===== src/rtl/twm_pkg.sv =====
// package for the two-wire master register block
package twm_pkg;
    localparam logic [7:0] OFS_CTRL      = 8'h00;
    localparam logic [7:0] OFS_MODE      = 8'h04;
    localparam logic [7:0] OFS_IADDR     = 8'h0C;
    localparam logic [7:0] OFS_CLKWAVE   = 8'h10;
    localparam logic [7:0] OFS_STATUS    = 8'h20;
    localparam logic [7:0] OFS_IRQ_EN    = 8'h24;
    localparam logic [7:0] OFS_IRQ_DIS   = 8'h28;
    localparam logic [7:0] OFS_IRQ_MASK  = 8'h2C;
    localparam logic [7:0] OFS_RX_HOLD   = 8'h30;
    localparam logic [7:0] OFS_TX_HOLD   = 8'h34;
    localparam int CTRL_START_BIT  = 0;
    localparam int CTRL_STOP_BIT   = 1;
    localparam int CTRL_ENABLE_BIT = 2;
    localparam int CTRL_DISABLE_BIT = 3;
    localparam int CTRL_SWRST_BIT  = 7;
    localparam int MODE_SIZE_LSB   = 8;
    localparam int MODE_READ_BIT   = 12;
    localparam int MODE_DADDR_LSB  = 16;
    localparam int CLK_HIGH_LSB    = 8;
    localparam int CLK_EXP_LSB     = 16;
    localparam int ST_COMPLETE_BIT = 0;
    localparam int ST_RX_READY_BIT    = 1;
    localparam int ST_TX_READY_BIT    = 2;
    localparam int ST_NOT_ACKNOWLEDGED_BIT     = 8;
    localparam logic [31:0] STATUS_RESET = 32'h0000_0008;
    localparam logic [3:0]  CLK_EXTRA    = 4'h3;

    typedef struct packed {
        logic       read_direction;
        logic [1:0] internal_addr_size;
        logic [6:0] slave_device_address;
    } twm_mode_type;

    typedef struct packed {
        logic       scl_o;
        logic       scl_oe;
        logic       sda_o;
        logic       sda_oe;
    } twm_pins_type;
endpackage : twm_pkg


===== src/rtl/twm_master.sv =====
// two-wire serial master with avalon-mm register block
`timescale 1ns/10ps
// Overview of operation
// - size field 00..11 selects zero to three internal address bytes.
// - direction bit zero writes, one reads.
// - programmed slave address goes out at every transfer start.
// - internal address bytes come from the 24-bit register, msb byte first.
// - clock low lasts low divider times two-power exponent plus three cycles.
// - clock high lasts high divider times two-power exponent plus three cycles.
// - exponent widens both phases; fields at 7:0, 15:8, 18:16.
// - complete flag cleared at frame start, set after stop, on not_acknowledged, or on enable.
// - rx ready set on received byte, cleared by reading rx holding.
// - tx ready cleared by write, set on shift, not_acknowledged, or enable.
// - not_acknowledged flag set with complete on missing ack to a written byte (read-pass address ack not checked), cleared by status read.
// - one written to enable register sets mask bit.
// - one written to disable register clears mask bit.
// - mask register reads enabled sources at status bit positions.
// - rx holding shows last byte in bits 7:0, upper bits zero.
// - tx holding bits 7:0 writable and readable back.
// - start, seven-bit address, then direction bit.
// - write ends with automatic stop once holding and shifter are empty.
// - read ends with automatic stop on a stop request; master answers that byte with not_acknowledged.
module twm_master
    import twm_pkg::*;
(
    input  wire logic                clk,
    input  wire logic                rst_n,
    input  wire logic [7:0]          avs_address,
    input  wire logic                avs_read,
    input  wire logic                avs_write,
    input  wire logic [31:0]         avs_writedata,
    output logic      [31:0]         avs_readdata,
    output logic                     avs_waitrequest,
    input  wire logic                scl_i,
    input  wire logic                sda_i,
    output twm_pkg::twm_pins_type    pins,
    output logic                     irq
);
    import twm_pkg::*;

    typedef enum {S_IDLE, S_START, S_BIT, S_ACK, S_RSTART, S_STOP, S_DONE} twm_state_type;

    twm_mode_type  mode;
    logic [23:0]   iaddr;
    logic [18:0]   clkwave;
    logic          st_complete, st_rx_ready, st_tx_ready, st_not_acknowledged;
    logic [3:0]    mask;
    logic [7:0]    rx_byte, tx_byte;
    logic          enabled, stop_req, start_req, tx_pending;
    logic          acked;
    twm_state_type state;
    logic [8:0]    shifter;
    logic [3:0]    bitcnt;
    logic [2:0]    phase_seq;
    logic [1:0]    bytes_left;
    logic          addr_phase, second_pass, is_read_phase;
    logic          scl_half;
    logic [18:0]   tick;
    logic [18:0]   next_limit;
    logic          scl_q, sda_q, sda_oe_q;
    logic          tick_done;
    logic [31:0]   status_word;
    logic          hit_wr, hit_rd, byte_end_evt, rx_evt, not_acknowledged_evt, shift_evt, stop_evt;

    assign hit_wr = avs_write && !avs_waitrequest;
    assign hit_rd = avs_read && !avs_waitrequest;
    assign status_word = {23'h0, st_not_acknowledged, 4'h0, STATUS_RESET[3], st_tx_ready, st_rx_ready, st_complete};

    // one wait state per access
    always_ff @(posedge clk or negedge rst_n) begin
        if (!rst_n) begin
            avs_waitrequest <= 1'b1;
        end else begin
            avs_waitrequest <= !(avs_waitrequest && (avs_read || avs_write));
        end
    end

    always_ff @(posedge clk or negedge rst_n) begin
        if (!rst_n) begin
            avs_readdata <= 32'h0;
        end else if (avs_read && avs_waitrequest) begin
            case (avs_address)
                OFS_MODE:     avs_readdata <= {8'h0, 1'b0, mode.slave_device_address, 3'h0,
                                               mode.read_direction, 2'h0,
                                               mode.internal_addr_size, 8'h0};
                OFS_IADDR:    avs_readdata <= {8'h0, iaddr};
                OFS_CLKWAVE:  avs_readdata <= {13'h0, clkwave};
                OFS_STATUS:   avs_readdata <= status_word;
                OFS_IRQ_MASK: avs_readdata <= {23'h0, mask[3], 5'h0, mask[2:0]};
                OFS_RX_HOLD:  avs_readdata <= {24'h0, rx_byte};
                OFS_TX_HOLD:  avs_readdata <= {24'h0, tx_byte};
                default:      avs_readdata <= 32'h0;
            endcase
        end
    end

    logic swrst;
    assign swrst = hit_wr && avs_address == OFS_CTRL && avs_writedata[CTRL_SWRST_BIT];

    // configuration registers
    always_ff @(posedge clk or negedge rst_n) begin
        if (!rst_n) begin
            mode    <= '0;
            iaddr   <= 24'h0;
            clkwave <= 19'h0;
            tx_byte <= 8'h0;
        end else if (swrst) begin
            mode    <= '0;
            iaddr   <= 24'h0;
            clkwave <= 19'h0;
            tx_byte <= 8'h0;
        end else if (hit_wr) begin
            case (avs_address)
                OFS_MODE: begin
                    mode.internal_addr_size   <= avs_writedata[MODE_SIZE_LSB +: 2];
                    mode.read_direction       <= avs_writedata[MODE_READ_BIT];
                    mode.slave_device_address <= avs_writedata[MODE_DADDR_LSB +: 7];
                end
                OFS_IADDR:   iaddr   <= avs_writedata[23:0];
                OFS_CLKWAVE: clkwave <= avs_writedata[18:0];
                OFS_TX_HOLD: tx_byte <= avs_writedata[7:0];
                default: ;
            endcase
        end
    end

    // interrupt mask set and clear
    always_ff @(posedge clk or negedge rst_n) begin
        if (!rst_n) begin
            mask <= 4'h0;
        end else if (swrst) begin
            mask <= 4'h0;
        end else if (hit_wr && avs_address == OFS_IRQ_EN) begin
            mask <= mask | {avs_writedata[ST_NOT_ACKNOWLEDGED_BIT], avs_writedata[2:0]};
        end else if (hit_wr && avs_address == OFS_IRQ_DIS) begin
            mask <= mask & ~{avs_writedata[ST_NOT_ACKNOWLEDGED_BIT], avs_writedata[2:0]};
        end
    end

    always_ff @(posedge clk or negedge rst_n) begin
        if (!rst_n) begin
            irq <= 1'b0;
        end else begin
            irq <= |(mask & {st_not_acknowledged, st_tx_ready, st_rx_ready, st_complete});
        end
    end

    logic ctl_wr, en_wr;
    assign ctl_wr = hit_wr && avs_address == OFS_CTRL;
    assign en_wr  = ctl_wr && avs_writedata[CTRL_ENABLE_BIT] && !avs_writedata[CTRL_DISABLE_BIT];

    // control requests
    always_ff @(posedge clk or negedge rst_n) begin
        if (!rst_n) begin
            enabled    <= 1'b0;
            start_req  <= 1'b0;
            stop_req   <= 1'b0;
            tx_pending <= 1'b0;
        end else if (swrst) begin
            enabled    <= 1'b0;
            start_req  <= 1'b0;
            stop_req   <= 1'b0;
            tx_pending <= 1'b0;
        end else begin
            if (en_wr) enabled <= 1'b1;
            else if (ctl_wr && avs_writedata[CTRL_DISABLE_BIT]) enabled <= 1'b0;
            if (ctl_wr && avs_writedata[CTRL_START_BIT]) start_req <= 1'b1;
            else if (state == S_START) start_req <= 1'b0;
            if (ctl_wr && avs_writedata[CTRL_STOP_BIT]) stop_req <= 1'b1;
            else if (state == S_STOP) stop_req <= 1'b0;
            if (hit_wr && avs_address == OFS_TX_HOLD) tx_pending <= 1'b1;
            else if (shift_evt || not_acknowledged_evt) tx_pending <= 1'b0;
        end
    end

    // status flags; hardware set wins over clear
    always_ff @(posedge clk or negedge rst_n) begin
        if (!rst_n) begin
            {st_not_acknowledged, st_tx_ready, st_rx_ready, st_complete} <= {STATUS_RESET[ST_NOT_ACKNOWLEDGED_BIT],
                STATUS_RESET[ST_TX_READY_BIT], STATUS_RESET[ST_RX_READY_BIT],
                STATUS_RESET[ST_COMPLETE_BIT]};
        end else if (swrst) begin
            {st_not_acknowledged, st_tx_ready, st_rx_ready, st_complete} <= {STATUS_RESET[ST_NOT_ACKNOWLEDGED_BIT],
                STATUS_RESET[ST_TX_READY_BIT], STATUS_RESET[ST_RX_READY_BIT],
                STATUS_RESET[ST_COMPLETE_BIT]};
        end else begin
            if (stop_evt || not_acknowledged_evt || en_wr) st_complete <= 1'b1;
            else if (state == S_START) st_complete <= 1'b0;
            if (rx_evt) st_rx_ready <= 1'b1;
            else if (hit_rd && avs_address == OFS_RX_HOLD) st_rx_ready <= 1'b0;
            if (shift_evt || not_acknowledged_evt || en_wr) st_tx_ready <= 1'b1;
            else if (hit_wr && avs_address == OFS_TX_HOLD) st_tx_ready <= 1'b0;
            if (not_acknowledged_evt) st_not_acknowledged <= 1'b1;
            else if (hit_rd && avs_address == OFS_STATUS) st_not_acknowledged <= 1'b0;
        end
    end

    // phase length: divider shifted by exponent plus three
    always_comb begin
        next_limit = 19'((scl_half ? 19'(clkwave[CLK_HIGH_LSB +: 8]) : 19'(clkwave[7:0]))
                     << clkwave[CLK_EXP_LSB +: 3]) + 19'(CLK_EXTRA) - 19'h1;
    end
    assign tick_done = tick >= next_limit;

    logic wants_read;
    assign wants_read = mode.read_direction && (mode.internal_addr_size == 2'b00 || second_pass);

    // bit engine: scl_half 0 = low phase, 1 = high phase
    always_ff @(posedge clk or negedge rst_n) begin
        if (!rst_n) begin
            state         <= S_IDLE;
            tick          <= 19'h0;
            scl_half      <= 1'b1;
            scl_q         <= 1'b1;
            sda_q         <= 1'b1;
            sda_oe_q      <= 1'b0;
            shifter       <= 9'h1FF;
            bitcnt        <= 4'h0;
            bytes_left    <= 2'h0;
            addr_phase    <= 1'b0;
            second_pass   <= 1'b0;
            is_read_phase <= 1'b0;
            rx_byte       <= 8'h0;
            acked         <= 1'b0;
        end else if (swrst) begin
            state    <= S_IDLE;
            scl_q    <= 1'b1;
            sda_q    <= 1'b1;
            sda_oe_q <= 1'b0;
            scl_half <= 1'b1;
            tick     <= 19'h0;
        end else begin
            tick <= tick_done ? 19'h0 : tick + 19'h1;
            case (state)
                S_IDLE: begin
                    scl_q    <= 1'b1;
                    scl_half <= 1'b1;
                    tick     <= 19'h0;
                    second_pass <= 1'b0;
                    if (enabled && (start_req || (!mode.read_direction && tx_pending))) begin
                        state    <= S_START;
                        sda_oe_q <= 1'b1;
                        sda_q    <= 1'b0;
                    end
                end
                S_RSTART: if (tick_done) begin
                    // release the clock with data high, then pull data low as a start
                    if (!scl_half) begin
                        scl_q    <= 1'b1;
                        scl_half <= 1'b1;
                    end else begin
                        sda_oe_q <= 1'b1;
                        sda_q    <= 1'b0;
                        state    <= S_START;
                    end
                end
                S_START: if (tick_done) begin
                    shifter    <= {mode.slave_device_address, wants_read, 1'b1};
                    is_read_phase <= wants_read;
                    bytes_left <= wants_read ? 2'h0 : mode.internal_addr_size;
                    addr_phase <= 1'b1;
                    bitcnt     <= 4'h0;
                    scl_q      <= 1'b0;
                    scl_half   <= 1'b0;
                    state      <= S_BIT;
                end
                S_BIT: begin
                    // first bit changes one cycle after the clock falls, never as it rises
                    if (!scl_half && bitcnt == 4'h0 && tick == 19'h0) begin
                        sda_oe_q <= !(is_read_phase && !addr_phase);
                        sda_q    <= shifter[8];
                    end
                    if (tick_done) begin
                        scl_half <= !scl_half;
                        scl_q    <= !scl_half;
                        if (scl_half) begin
                            if (is_read_phase && !addr_phase)
                                rx_byte <= {rx_byte[6:0], sda_i};
                            bitcnt <= bitcnt + 4'h1;
                            if (bitcnt == 4'h7) begin
                                state    <= S_ACK;
                                // master drives ack on reads unless stop is requested, releases for slave ack
                                sda_oe_q <= is_read_phase && !addr_phase && !stop_req;
                                sda_q    <= 1'b0;
                            end else begin
                                sda_oe_q <= !(is_read_phase && !addr_phase);
                                sda_q    <= shifter[7];
                                shifter  <= {shifter[7:0], 1'b1};
                            end
                        end
                    end
                end
                S_ACK: if (tick_done) begin
                    scl_half <= !scl_half;
                    scl_q    <= !scl_half;
                    if (!scl_half) acked <= !sda_i;
                    if (scl_half) begin
                        bitcnt   <= 4'h0;
                        addr_phase <= 1'b0;
                        if (!is_read_phase && !acked) begin
                            state <= S_STOP;
                        end else if (is_read_phase && !addr_phase && stop_req) begin
                            state <= S_STOP;
                        end else if (bytes_left != 2'h0) begin
                            bytes_left <= bytes_left - 2'h1;
                            // internal address bytes, most significant first
                            shifter <= {iaddr[8 * (32'(bytes_left) - 1) +: 8], 1'b1};
                        end else if (mode.read_direction && !is_read_phase) begin
                            second_pass <= 1'b1;
                            state <= S_RSTART;
                            sda_oe_q <= 1'b0;
                        end else if (is_read_phase) begin
                            state <= S_BIT;
                        end else if (tx_pending) begin
                            shifter <= {tx_byte, 1'b1};
                        end else begin
                            state <= S_STOP;
                        end
                        if (!(!is_read_phase && !acked) && !(is_read_phase && !addr_phase
                            && stop_req) && (bytes_left != 2'h0 || is_read_phase
                            || tx_pending || (mode.read_direction && !is_read_phase)))
                            state <= (bytes_left == 2'h0 && mode.read_direction
                                      && !is_read_phase) ? S_RSTART : S_BIT;
                    end
                end
                S_STOP: begin
                    // data held low while the clock is low, so the rise is no start
                    sda_oe_q <= 1'b1;
                    sda_q    <= 1'b0;
                    if (tick_done) begin
                        scl_q    <= 1'b1;
                        scl_half <= 1'b1;
                        state    <= S_DONE;
                    end
                end
                S_DONE: if (tick_done) begin
                    sda_oe_q <= 1'b0;
                    sda_q    <= 1'b1;
                    state    <= S_IDLE;
                end
                default: state <= S_IDLE;
            endcase
        end
    end

    assign byte_end_evt = state == S_ACK && tick_done && scl_half;
    assign rx_evt    = byte_end_evt && is_read_phase && !addr_phase;
    assign not_acknowledged_evt  = byte_end_evt && !is_read_phase && !acked;
    assign shift_evt = byte_end_evt && !is_read_phase && acked && bytes_left == 2'h0
                       && !addr_phase && tx_pending;
    assign stop_evt  = state == S_DONE && tick_done;

    always_comb begin
        pins.scl_o  = 1'b0;
        pins.scl_oe = !scl_q;
        pins.sda_o  = 1'b0;
        pins.sda_oe = sda_oe_q && !sda_q;
    end

    a_not_acknowledged_sets_complete: assert property (@(posedge clk) disable iff (!rst_n)
        not_acknowledged_evt && !swrst |=> st_not_acknowledged && st_complete && st_tx_ready)
        else $error("not_acknowledged did not set flags");
    a_rx_read_clears: assert property (@(posedge clk) disable iff (!rst_n)
        hit_rd && avs_address == OFS_RX_HOLD && !rx_evt |=> !st_rx_ready)
        else $error("rx ready not cleared");
    a_tx_write_clears: assert property (@(posedge clk) disable iff (!rst_n)
        hit_wr && avs_address == OFS_TX_HOLD && !shift_evt && !not_acknowledged_evt |=> !st_tx_ready)
        else $error("tx ready not cleared");
    a_enable_sets_mask: assert property (@(posedge clk) disable iff (!rst_n)
        hit_wr && avs_address == OFS_IRQ_EN && avs_writedata[0] |=> mask[0])
        else $error("enable did not set mask");
    a_disable_clr_mask: assert property (@(posedge clk) disable iff (!rst_n)
        hit_wr && avs_address == OFS_IRQ_DIS && avs_writedata[0] |=> !mask[0])
        else $error("disable did not clear mask");
    a_irq_follows: assert property (@(posedge clk) disable iff (!rst_n)
        ##1 irq == $past(|(mask & {st_not_acknowledged, st_tx_ready, st_rx_ready, st_complete})))
        else $error("irq mismatch");
    a_frame_clears: assert property (@(posedge clk) disable iff (!rst_n)
        state == S_START && !en_wr |=> !st_complete)
        else $error("complete not cleared in frame");
    a_low_phase_len: assert property (@(posedge clk) disable iff (!rst_n)
        $fell(scl_q) && state == S_BIT |-> tick == 19'h0)
        else $error("low phase not restarted");
endmodule : twm_master


===== config.mk =====
export PLATFORM = sky130hd
export DESIGN_NAME = twm_master
export DESIGN_NICKNAME = d
export VERILOG_FILES = /design/src/rtl/twm_pkg.sv /design/src/rtl/twm_master.sv
export SDC_FILE = /design/constraint.sdc
export NUM_CORES = 1
export LEC_CHECK = 0
export BUFFER_PORTS_ARGS = -buffer_cell sky130_fd_sc_hd__buf_4
export CAP_MARGIN = 40
export CORE_AREA = 2 2 179 181
export DETAILED_ROUTE_END_ITERATION = 8
export DIE_AREA = 0 0 181 183
export PLACE_DENSITY_LB_ADDON = 0.12
export SETUP_SLACK_MARGIN = 0.5
export SLEW_MARGIN = 20
export SYNTH_ARGS = -nofsm -noshare
export SYNTH_HDL_FRONTEND = slang
export SYNTH_SLANG_ARGS = --single-unit

===== constraint.sdc =====
create_clock -name clk -period 7.7 [get_ports clk]
set_input_delay 0.77 -clock clk [delete_from_list [all_inputs] [get_ports clk]]
set_output_delay 0.77 -clock clk [all_outputs]
set_load 0.01 [all_outputs]

## Word level (Yosys, flattened, before mapping)

Index checks and enable logic that the tools add are counted.

- Add/subtract/negate cells: 6
- Magnitude comparators: 1
- Equal/unequal tests: 54
- Shift-type cells: 2
- Multiplexer cells: 132
- Bitwise logic cells: 6
- Reduce and logical (&&, ||, !) cells: 115

Operator list:

| cell | number |
|---|---|
| two-way mux 32 bit | 19 |
| one-hot mux 32 bit (7 select lines) | 1 |
| one-hot mux 24 bit (7 select lines) | 1 |
| equality test 32 x 3 -> 1 bit, second input constant | 4 |
| two-way mux 19 bit | 6 |
| two-way mux 9 bit | 12 |
| equality test 32 x 2 -> 1 bit, second input constant | 3 |
| two-way mux 24 bit | 3 |
| equality test 32 x 4 -> 1 bit, second input constant | 2 |
| two-way mux 1 bit | 58 |
| != test 3 bit, second input constant | 19 |
| equality test 8 x 6 -> 1 bit, second input constant | 6 |
| logical AND 1 bit | 42 |
| variable part select 24 x 33 -> 8 bit | 1 |
| equality test 32 x 1 -> 1 bit, second input constant | 1 |
| zero test 32 bit | 1 |
| two-way mux 4 bit | 8 |
| two-way mux 8 bit | 4 |
| two-way mux 10 bit | 3 |
| nonzero test 3 bit | 10 |
| one-hot mux 9 bit (3 select lines) | 1 |
| AND reduction 13 bit | 2 |
| != test 2 bit, second input constant | 11 |
| adder 19 x 1 -> 19 bit, second input constant | 1 |
| other kinds (46) | 97 |

- Register bits: 189
- Word-level logic and storage cells: 348

## Longest topological paths before layout

Gate-level depths: netlist of the first run.

- Word-level depth: 16
- Mapped depth: 19
- Depth with buffers taken out: 16

## Worst setup path before layout of the first run

OpenSTA, ideal clock, no wires.

- Path type: reg2reg
- Start: register scl_half
- End: register sda_q
- Library setup time: 99 ps
- Arrival time: 3943 ps
- Data required time: 7601 ps
- Path slack: 3657 ps
- Stages on the path, launching flop included: 18
- Path buffers: 2
- Clock period less this slack: 4043 ps
- Path through: dfstp_2 -> buf_4 -> mux2i_1 -> mux2_2 -> nor3_1 -> ha_1 -> nand3_1 -> nor4_1 -> xnor2_1 -> ha_1 -> nand2_1 -> o21ai_0 -> a31o_2 -> a211o_1 -> buf_2 -> a2111o_1 -> a211oi_1 -> a41oi_1

- Cells in the longest elaborated chain, start to end: 8

Ends and longest elaborated chain:

| item | RTL line | source |
|---|---|---|
| start, declared | twm_master.sv:57 | `logic scl_half;` |
| start signal, assigned | twm_master.sv:274 | `scl_half <= !scl_half;` |
| start signal, assigned | twm_master.sv:294 | `scl_half <= !scl_half;` |
| two-way mux 8 bit / zero test 1 bit (equally long branches) | -- |  |
| left shift 8 x 3 -> 19 bit / logical AND 1 bit (equally long branches) | twm_master.sv:200, twm_master.sv:269 |  |
| adder 19 x 2 -> 19 bit / logical AND 1 bit (equally long branches) | twm_master.sv:201, twm_master.sv:269 |  |
| subtractor 19 x 1 -> 19 bit / two-way mux 1 bit (equally long branches) | twm_master.sv:201, twm_master.sv:269 |  |
| >= comparator 19 bit / two-way mux 1 bit (equally long branches) | twm_master.sv:203, twm_master.sv:276 |  |
| two-way mux 1 bit | twm_master.sv:273 | `if (tick_done) begin` |
| one-hot mux 1 bit (5 select lines) | twm_master.sv:234 | `case (state)` |
| two-way mux 1 bit | twm_master.sv:225 | `end else if (swrst) begin` |
| end signal, assigned | twm_master.sv:271 | `sda_q <= shifter[8];` |
| end signal, assigned | twm_master.sv:287 | `sda_q <= shifter[7];` |
| end, declared | twm_master.sv:60 | `logic scl_q, sda_q, sda_oe_q;` |

Several ways; a longest one is shown, not always the timed one.
A chain may end at the register's enable or synchronous reset.

## Worst setup path in the final report of the first run

- Start: register scl_half
- End: register shifter[7]

- Cells in the longest elaborated chain, start to end: 7

Ends and longest elaborated chain:

| item | RTL line | source |
|---|---|---|
| two-way mux 8 bit | twm_master.sv:200 | `next_limit = 19'((scl_half ? 19'(clkwave[CLK_HIGH_LSB +: 8]) : 19'(clkwave[7:0]))` |
| left shift 8 x 3 -> 19 bit | twm_master.sv:200 |  |
| adder 19 x 2 -> 19 bit | twm_master.sv:201 | `<< clkwave[CLK_EXP_LSB +: 3]) + 19'(CLK_EXTRA) - 19'h1;` |
| subtractor 19 x 1 -> 19 bit | twm_master.sv:201 |  |
| >= comparator 19 bit | twm_master.sv:203 | `assign tick_done = tick >= next_limit;` |
| != test 2 bit (no line) | -- |  |
| AND reduction 13 bit (no line) * | -- |  |
| end signal, assigned | twm_master.sv:258 | `shifter <= {mode.slave_device_address, wants_read, 1'b1};` |
| end signal, assigned | twm_master.sv:288 | `shifter <= {shifter[7:0], 1'b1};` |
| end signal, assigned | twm_master.sv:307 | `shifter <= {iaddr[8 * (32'(bytes_left) - 1) +: 8], 1'b1};` |
| end, declared | twm_master.sv:52 | `logic [8:0] shifter;` |

Mark *: on every way between the ends. The rest lies on a longest branch, timed or not.

==> results of run 1 <==
## layer usage
layer | track usage | share of wire
met1 | 0.242 | 0.48
met3 | 0.0324 | 0.039
met2 | 0.276 | 0.47
met4 | 0.0407 | 0.012
met5 | 0 | 0
## critical path, stage by stage, from the launching register on
cell and delay, ns:
dfstp_2 0.96, mux2i_1 0.33, mux2_2 0.36, nor3_1 0.36, ha_1 0.26, nand3_1 0.14, nor4_1 0.45, xnor2_1 0.14
ha_1 0.29, nand2_1 0.06, nor2_1 0.13, a31o_2 0.16, a211o_1 0.65, and4_4 0.45, o21a_1 0.52, mux2_4 0.35
## worst max-delay path by stage
stage	from	endpoint	slack (ns)
floorplan	scl_half	sda_q	3.66
global placement	scl_half	shifter[4]	2.01
detailed placement	scl_half	shifter[7]	1.96
CTS	scl_half	shifter[7]	1.93
global route	scl_half	shifter[3]	1.61
finish	scl_half	shifter[7]	1.97
## stage by stage
| step | std cells | cell area, µm² | setup WS (ns) | hold WS, ns | util |
|---|---|---|---|---|---|
| after floorplan | 979 | 8630 | 3.66 | 0.444 | - |
| after CTS | 1413 | 10000 | 1.93 | 0.389 | 0.321 |
| after global routing | 1414 | 10000 | 1.61 | 0.416 | 0.321 |
| after detailed placement | 1381 | 9400 | 1.96 | 0.468 | 0.301 |
| final | 1414 | 10000 | 1.97 | 0.351 | 0.321 |
| after global placement | 1378 | 9350 | 2.01 | 0.461 | 0.299 |
## flip-flops by register name, summed over array words and instances (netlist names), 2 cells and up
register,count
bytes_left,2
mode,10
iaddr,24
shifter,8
avs_readdata,24
clkwave,19
bitcnt,4
mask,4
tx_byte,8
state,3
rx_byte,8
tick,19
## cell type report
class	count	area, µm²
clock inverter	15	184
clock buffer	17	425
inverter	19	71.3
sequential	151	3790
tap	402	503
timing repair buffer	77	622
fill	3342	21200
multi-input combinational	733	4430
## power groups by stage
stage / Combinational [µW] / Clock [µW] / Sequential, µW
final: 682 / 886 / 999
after global routing: 756 / 943 / 1010
after CTS: 687 / 913 / 998
after detailed placement: 683 / 0 / 1010
after global placement: 682 / 0 / 1010
after floorplan: 553 / 0 / 935
## layout by cell type (no fill, tap or decap), types with 11 or more instances in the layout
cell type  count
nor3_1        11
inv_1         17
conb_1        13
clkbuf_16     17
mux2i_1       29
mux2_2        16
nor2_1        71
xor2_1        11
dfrtp_1      139
o21ai_0       54
a21oi_1       93
a22oi_1       23
dfstp_2       12
nand3_1       82
a31oi_1       15
buf_4         72
ha_1          22
nand2_1      146
## logic make-up (layout without fill, tap and decap cells)
kind of cell	count (synthesis)	after routing	share of synthesized area
AO/OA/AOI/OAI	249	249	0.180
XOR/XNOR	20	20	0.0204
adder cells (fa/ha/maj)	22	22	0.0321
buffers and inverters	95	128	0.0500
flip-flops	151	151	0.442
multiplexers	55	55	0.0749
other	2	13	0.000875
AND/OR/NAND/NOR	374	374	0.200
==> summary.md, run 1 <==
| Metric | Value |
|---|---|
| Number of synthesis warnings | 0 |
| Clk_lat worst skew | 0.44 ns |
| # resized after CTS | 0 |
| Worst VDD drop | 0.142 mV |
| Fin crit share | 0.744 |
| Critical path arrival | 6.09 ns |
| Fin. max-slew vios | 0 |
| Worst r2r src | scl_half |
| Synth Flop Type | dfrtp_1 |
| Synth cell count leaders | nand2_1 (147), dfrtp_1 (139), a21oi_1 (93) |
| Longest Clk Path Bufs | 2 |
| Die height | 183 µm |
| Post-Route Skew | 0.0181 ns |
| Routed via count | 7273 |
| Synth Register Bits | 151 |
| Status | complete, no violations |
| Pwr/cell area | 256 nW/µm² |
| Fmax | 0.175 GHz |
| Mapped cell area | 8590 µm² |
| Sequential fraction of the synthesis area | 0.442 |
| Post-route setup TNS | 0 ns |
| Starting density of the core | 0.275 |
| Max-cap violation count | 0 |
| Area delta synth->final | 16.8% |
| Slew @ Worst Pin | 0.833 ns |
| P_int | 1640 µW |
| Diode count | 0 |
| Drc violations | 0 |
| Dpl hpwl | 19300 µm |
| Worst-path fanout max | 25 |
| Net Switching | 927 µW |
| Logic gate share of total power | 0.266 |
| H-Tree Depth | 4 |
| Layout cells sized above 1 | 0.161 |
| Top-area cell type share of the netlist area | 0.405 |
| Worst path required time | 8.06 ns |
| GR Overflow Total | 0 |
| Worst setup EP type | register |
| Io pins | 84 |
| Post-Synthesis Cells | 968 |
| Routed Wire Length | 27900 µm |
| Leak pwr | 0.00425 µW |
| Width of the chip | 181 µm |
| Nets | 1067 |
| RSZ-0062 raised after global routing | false |
| Min Tclk post-route | 5.73 ns |
| Clk sinks | 151 |
| Worst-path clk slew | 0.07 ns |
| Reg power frac | 0.389 |
| Post-synth EDFFs | 0 |
| TritonCTS clock tree | yes |
| Top post-synthesis cells by area | dfrtp_1 (41%), nand2_1 (6.4%), a21oi_1 (5.4%) |
| Dominant cell type by area after synthesis | dfrtp_1 |
| Reg2reg setup slack | 1.97 ns |
| Vias in the first global route | 7153 |
| Root buf cell | clkbuf_16 |
| Initial antenna violation count | 0 |
| Core area | 31200 µm² |
| Reg2Reg Depth | 15 |
| Total power | 2570 µW |
| Async set or reset register ratio after synthesis | 1.00 |
| Worst hold-check path type | input pin to asynchronous set/reset pin |
| Initial DRC Count | 637 |
| Setup violations, final | 0 |
| Syn_area_per_cell | 8.87 µm² |
| First-pass GRT wire length | 43900 µm |
| Slew margin rel. | 0.443 |
| Switch share | 0.361 |
| Row cnt | 65 |
| Global router's overall resource usage | 0.173 |
| Final Hold Viols | 0 |
| Most frequent cell after synthesis | nand2_1 |
| Startpoint types | register |
| Postcts setup bufs | 0 |
| Port Buf Inserts | 64 |
| Worst R2R End | shifter[7] |
| Critical path type | register to register |
| Yosys cell types | 68 |
| Clk network pwr share | 0.345 |
| DRT Pass-1 Iters | 7 |
| Largest net degree at the start of global routing | 72 |
| Cts hold-fix bufs | 0 |
| GPL Wtd Cong | 0.796 |
| Wirelength per Cell | 19.7 µm |
| Vias per cell | 5.14 |
| TritonCTS Buffers | 17 |
| ANT nets after route | 0 |
| Die Area | 33100 µm² |
No activity file was read; power rests on OpenSTA's default activity.
==> inputs of run 2 (changes only) <==
==> constraint.sdc (replaced) <==
create_clock -name clk -period 5.6 [get_ports clk]
set_input_delay 0.56 -clock clk [delete_from_list [all_inputs] [get_ports clk]]
set_output_delay 0.56 -clock clk [all_outputs]
set_load 0.01 [all_outputs]
==> run 2 against run 1 <==
Largest power group unchanged. Total power up 34%. Clock skew down 0.0026 ns. Wire length fell by 1.4%. Count of clock-buffer cells in the layout grew 5. Flip-flop and latch count is the same. Cell area is 0.45% higher. Sequential share of layout area fell by 0.17 points. Register-to-register slack worse by 0.97 ns. Clock power rose by 24%. Critical path depth grew 1. Utilization grew 0.14 points. Non-clock buffer count is 7 higher.
==> summary.md, run 2 (synthesis results as in run 1) <==
| Metric | Value |
|---|---|
| Worst path required time | 5.94 ns |
| Vias per cell | 5.09 |
| Design area | 10100 µm² |
| Worst hold-check path type | input pin to asynchronous set/reset pin |
| Logic gate share of total power | 0.290 |
| Top flop regs | avs_readdata: 24 flops, iaddr: 24 flops |
| Largest net degree at the start of global routing | 59 |
| Leak pwr | 0.00427 µW |
| H-Tree Depth | 4 |
| Worst-path fanout max | 11 |
| Die height | 183 µm |
| TritonCTS Buffers | 17 |
| Min Tclk post-route | 4.60 ns |
| Postcts setup bufs | 0 |
| CP Depth | 16 |
| Dpl hpwl | 19500 µm |
| Clk network pwr share | 0.321 |
| Io pins | 84 |
| TritonCTS clock tree | yes |
| Status | complete, no violations |
| Post-route setup TNS | 0 ns |
| Wirelength per Cell | 19.4 µm |
| GPL Wtd Cong | 0.800 |
| Reg power frac | 0.389 |
| Worst-path clk slew | 0.06 ns |
| Pwr/cell area | 341 nW/µm² |
| Diode count | 0 |
| Reg2Reg Depth | 16 |
| Die Area | 33100 µm² |
| Slowest-stage cell, CP | dfstp_2 |
| Clk_lat worst skew | 0.44 ns |
| Startpoint types | register |
| Critical path's most frequent cell | mux2i_1 |
| Max-cap violation count | 0 |
| Setup violations, final | 0 |
| DRT Pass-1 Iters | 5 |
| Worst VDD drop | 0.200 mV |
| Worst setup EP type | register |
| Width of the chip | 181 µm |
| Row cnt | 65 |
| Port Buf Inserts | 64 |
| Worst r2r src | scl_half |
| Critical path type | register to register |
| First-pass GRT wire length | 43800 µm |
| ANT nets after route | 0 |
| Net Switching | 1220 µW |
| Crit path buf inv count | 1 |
| Starting density of the core | 0.275 |
| Clk sinks | 151 |
| Critical path startpoint | scl_half |
| Routed via count | 7228 |
| Commonest non-fill, non-tap cell in the layout | nand2_1 |
| Slew margin rel. | 0.398 |
| Root buf cell | clkbuf_16 |
| Area delta synth->final | 17.3% |
| Delay-heaviest family, CP | compound AO/OA/AOI/OAI gates |
| Switch share | 0.356 |
| Fin. max-slew vios | 0 |
| Initial DRC Count | 501 |
| Commonest cells after routing, fill and taps aside | nand2_1 (146), dfrtp_1 (139), a21oi_1 (93) |
| Slew @ Worst Pin | 0.900 ns |
| Routed Wire Length | 27500 µm |
| Core area | 31200 µm² |
| GR Overflow Total | 0 |
| Post-Route Skew | 0.0154 ns |
| RSZ-0062 raised after global routing | false |
| Worst path cell trace | mux2i_1 -> mux2i_1 -> mux2i_1 -> o22ai_1 -> and4_1 -> nor3b_1 -> xor2_1 -> ha_1 -> a21oi_1 -> o21ai_0 -> a31o_2 -> a211o_1 -> buf_4 -> and2_0 -> o311ai_0 -> a41oi_1 |
| Global router's overall resource usage | 0.171 |
| Vias in the first global route | 7123 |
| Fmax | 0.217 GHz |
| Fin crit share | 0.822 |
| Drc violations | 0 |
| Nets | 1074 |
| Longest Clk Path Bufs | 2 |
| Final Hold Viols | 0 |
| Area after DPL | 9470 µm² |
| Filler cells | 3352 |
| P_int | 2210 µW |
| Largest stage delay, worst path | 0.73 ns |
| Initial antenna violation count | 0 |
| Critical path arrival | 4.94 ns |
| Layout cells sized above 1 | 0.166 |
run 2: final cells by class:
class | count | area [µm²] | area share
clock inverters | 9 | 67.6 | 0.00671
clock buffers | 22 | 484 | 0.0481
well taps | 402 | 503 | 0.0499
repair buffers | 84 | 718 | 0.0713
multi-input cells | 733 | 4430 | 0.440
flip-flops and latches | 151 | 3790 | 0.377
inverters | 19 | 71.3 | 0.00708
run 2: path summary, 6_finish.rpt:
kind                                    to  slack [ns]
min in group clk           avs_waitrequest        0.29
min reg2reg                     shifter[1]        0.48
max in group asynchronous       shifter[1]        4.70
min                                tick[1]        0.03
max reg2reg                          sda_q         1.0
max                                  sda_q         1.0
run 2: power groups by stage:
| stage | registers (µW) | logic (µW) | clock network, µW |
|---|---|---|---|
| floorplan | 1290 | 760 | 0 |
| global placement | 1350 | 995 | 0 |
| detailed placement | 1350 | 995 | 0 |
| CTS | 1330 | 998 | 1130 |
| global route | 1350 | 1110 | 1180 |
| finish | 1330 | 996 | 1100 |
run 2: timing repair:
| action | CTS | global route |
|---|---|---|
| resized for setup | 0 | 1 |
| endpoints found under the setup margin | 0 | 1 |
| hold buffers | 0 | 0 |
run 2: stage by stage:
| step | util | worst slack (ns) | power [µW] | hold slack (ns) | std cells |
|---|---|---|---|---|---|
| 3_3_place_gp | 0.301 | 0.908 | 2350 | 0.465 | 1383 |
| 3_5_place_dp | 0.303 | 0.923 | 2350 | 0.471 | 1387 |
| 4_1_cts | 0.321 | 0.899 | 3460 | 0.0268 | 1418 |
| 5_1_grt | 0.323 | 0.583 | 3640 | 0.0463 | 1420 |
| 2_1_floorplan | - | 1.56 | 2050 | 0.264 | 979 |
| 6_report | 0.323 | 0.999 | 3430 | 0.0265 | 1420 |
run 2: per-layer routing:
| metal | track usage | wire [µm] | up-vias |
|---|---|---|---|
| met5 | 0 | 0 | - |
| met4 | 0.0439 | 384 | 0 |
| met3 | 0.0288 | 869 | 24 |
| met2 | 0.270 | 12700 | 132 |
| met1 | 0.244 | 13500 | 3557 |
| li1 | - | - | 3515 |
run 2: worst register-to-register path: cells and delay by family, from the launching register on:
family / cells / cell delay (ns)
fa+ha+maj: 1 / 0.27
flops: 1 / 0.73
mux: 3 / 0.66
compound gates: 7 / 1.62
xor+xnor: 1 / 0.20
buf+inv: 1 / 0.20
simple gates: 3 / 0.83
==> inputs of run 3 (changes only) <==
==> constraint.sdc (replaced) <==
create_clock -name clk -period 4.2 [get_ports clk]
set_input_delay 0.42 -clock clk [delete_from_list [all_inputs] [get_ports clk]]
set_output_delay 0.42 -clock clk [all_outputs]
set_load 0.01 [all_outputs]
==> run 3 against run 2 <==
Worst setup slack got worse by 0.82 ns. Sequential share of layout area shrank 2.3 points. Die area stayed put. Critical path depth up 3. Via count rose by 4.2%. Worst hold slack improved by 0.16 ns. Total power grew 41%. Sequential power is 32% higher. Largest power group unchanged.
==> summary.md, run 3 (synthesis results as in run 1) <==
| Metric | Value |
|---|---|
| Status | complete, no violations |
| Hold_sp | avs_read |
| Setup violations, final | 0 |
| Critical path arrival | 4.33 ns |
| WHS Endpoint | avs_waitrequest |
| Worst-path clk slew | 0.06 ns |
| Commonest cells after routing, fill and taps aside | nand2_1 (143), dfrtp_1 (138), buf_4 (111) |
| Worst VDD drop | 0.323 mV |
| Max-cap violation count | 0 |
| Fin crit share | 0.957 |
| Hold path depth | 2 |
| GR Overflow Total | 0 |
| Worst path required time | 4.51 ns |
| Min Tclk post-route | 4.02 ns |
| Root buf cell | clkbuf_16 |
| Worst-path fanout max | 8 |
| GPL Wtd Cong | 0.791 |
| Global router's overall resource usage | 0.177 |
| Starting density of the core | 0.275 |
| Width of the chip | 181 µm |
| Reg power frac | 0.363 |
| Layout cells sized above 1 | 0.236 |
| Vias per cell | 5.14 |
| Port Buf Inserts | 64 |
| Longest Clk Path Bufs | 2 |
| Diode count | 0 |
| Commonest non-fill, non-tap cell in the layout | nand2_1 |
| Initial DRC Count | 475 |
| Slew @ Worst Pin | 0.778 ns |
| H-Tree Depth | 4 |
| Die height | 183 µm |
| Reg2Reg Depth | 19 |
| Post-route setup TNS | 0 ns |
| Final Core Density | 0.344 |
| Largest net degree at the start of global routing | 82 |
| Vias in the first global route | 7265 |
| Worst hold-check path type | input pin to register |
| Area of the multi-input gates | 4720 µm² |
| Clk sinks | 151 |
| Leak pwr | 0.00457 µW |
| Nets | 1119 |
| Logic gate share of total power | 0.329 |
| Switch share | 0.356 |
| Clk network pwr share | 0.308 |
| Dpl hpwl | 20600 µm |
| ANT nets after route | 0 |
| Routed Wire Length | 28900 µm |
| Die Area | 33100 µm² |
| Routed via count | 7535 |
| Worst r2r src | scl_half |
| Pwr/cell area | 451 nW/µm² |
| Drc violations | 0 |
| TritonCTS clock tree | yes |
| Wirelength per Cell | 19.7 µm |
| Top flop regs | avs_readdata: 24 flops, iaddr: 24 flops |
| Reg2reg setup slack | 0.18 ns |
| Final Hold Viols | 0 |
| Fmax | 0.249 GHz |
| Net Switching | 1720 µW |
| Filler cells | 3294 |
| RSZ-0062 raised after global routing | true |
| Row cnt | 65 |
| Initial antenna violation count | 0 |
| Critical path type | register to register |
| Startpoint types | register |
| Post-Route Skew | 0.0165 ns |
| Sequential cell area | 3790 µm² |
| Io pins | 84 |
| Fin. max-slew vios | 0 |
| Clk_lat worst skew | 0.44 ns |
| Area delta synth->final | 25.1% |
| Worst R2R End | rx_byte[4] |
| TritonCTS Buffers | 17 |
| Slew margin rel. | 0.480 |
| DRT Pass-1 Iters | 6 |
| Core area | 31200 µm² |
| Place WS | -0.0613 ns |
| Final worst slack | 0.179 ns |
| Worst setup EP type | register |
| P_int | 3120 µW |
| First-pass GRT wire length | 44900 µm |
-- run 3: changes by cell type in the layout (fill, tap and decap cells not counted), moves of 6 or more --
cell     before  now
buf_4        77  111
buf_6         2   10
mux2_2       16    5
mux2_4        7   18
mux2i_1      29   23
o21ai_0      54   48
-- run 3: power by group through the flow --
| stage | combinational (µW) | clock, µW | sequential (µW) |
|---|---|---|---|
| floorplan | 1040 | 0 | 1720 |
| global placement | 1450 | 0 | 1800 |
| detailed placement | 1450 | 0 | 1800 |
| CTS | 1570 | 1530 | 1760 |
| global route | 1750 | 1580 | 1780 |
| finish | 1590 | 1490 | 1760 |
-- run 3: area by class of cell --
class	instances	share of cell area
Clock buffer	21	0.0438
Clock inverter	11	0.00827
Inverter	19	0.00664
Multi-Input combinational cell	734	0.440
Sequential cell	151	0.353
Tap cell	402	0.0468
Timing Repair Buffer	128	0.101
-- run 3: worst max-delay path by stage --
stage | slack (ns) | start | depth (start not counted) | end
global placement | -0.02 | scl_half | 17 | sda_oe_q
finish | 0.18 | scl_half | 19 | rx_byte[4]
floorplan | 0.51 | scl_half | 18 | shifter[2]
CTS | 0.20 | scl_half | 18 | sda_q
global route | 0.02 | scl_half | 18 | state[2]
detailed placement | -0.06 | scl_half | 17 | state[2]
-- run 3: metal layers --
layer	up-vias	GRT usage	routed length, µm
li1	3608	-	-
met1	3700	0.254	14100
met2	212	0.283	13300
met3	15	0.0278	1250
met4	0	0.0361	304
met5	-	0	0
-- run 3: through the flow --
step           total power (µW)  hold slack, ns  area, µm²  instances
4_1_cts                    4860          0.0744      10600       1460
6_report                   4840           0.182      10700       1466
3_3_place_gp               3250           0.455       9710       1409
5_1_grt                    5110           0.176      10700       1466
2_1_floorplan              2760           0.124       8730        979
3_5_place_dp               3250           0.455       9730       1410
-- run 3: timing repair --
| action | in CTS | in global routing |
|---|---|---|
| pin swaps | 29 | 16 |
| setup buffers | 17 | 3 |
| hold buffers | 0 | 1 |
| hold endpoints to repair | 0 | 6 |
| setup endpoints to repair | 55 | 55 |
| resized for setup | 49 | 16 |
| cloned | 1 | 0 |
-- run 3: critical path: stages (launching register included) --
cell,delay (ns)
dfstp_2,0.55
buf_8,0.14
mux2i_4,0.08
mux2i_2,0.17
buf_4,0.15
a21oi_2,0.07
nor2_2,0.15
ha_4,0.17
nand3_2,0.12
nor4_4,0.31
xnor2_1,0.18
ha_1,0.28
nand2_2,0.08
o21ai_1,0.08
a31o_4,0.21
a211o_4,0.37
buf_6,0.13
and2_4,0.16
nand4_4,0.17
mux2_4,0.33
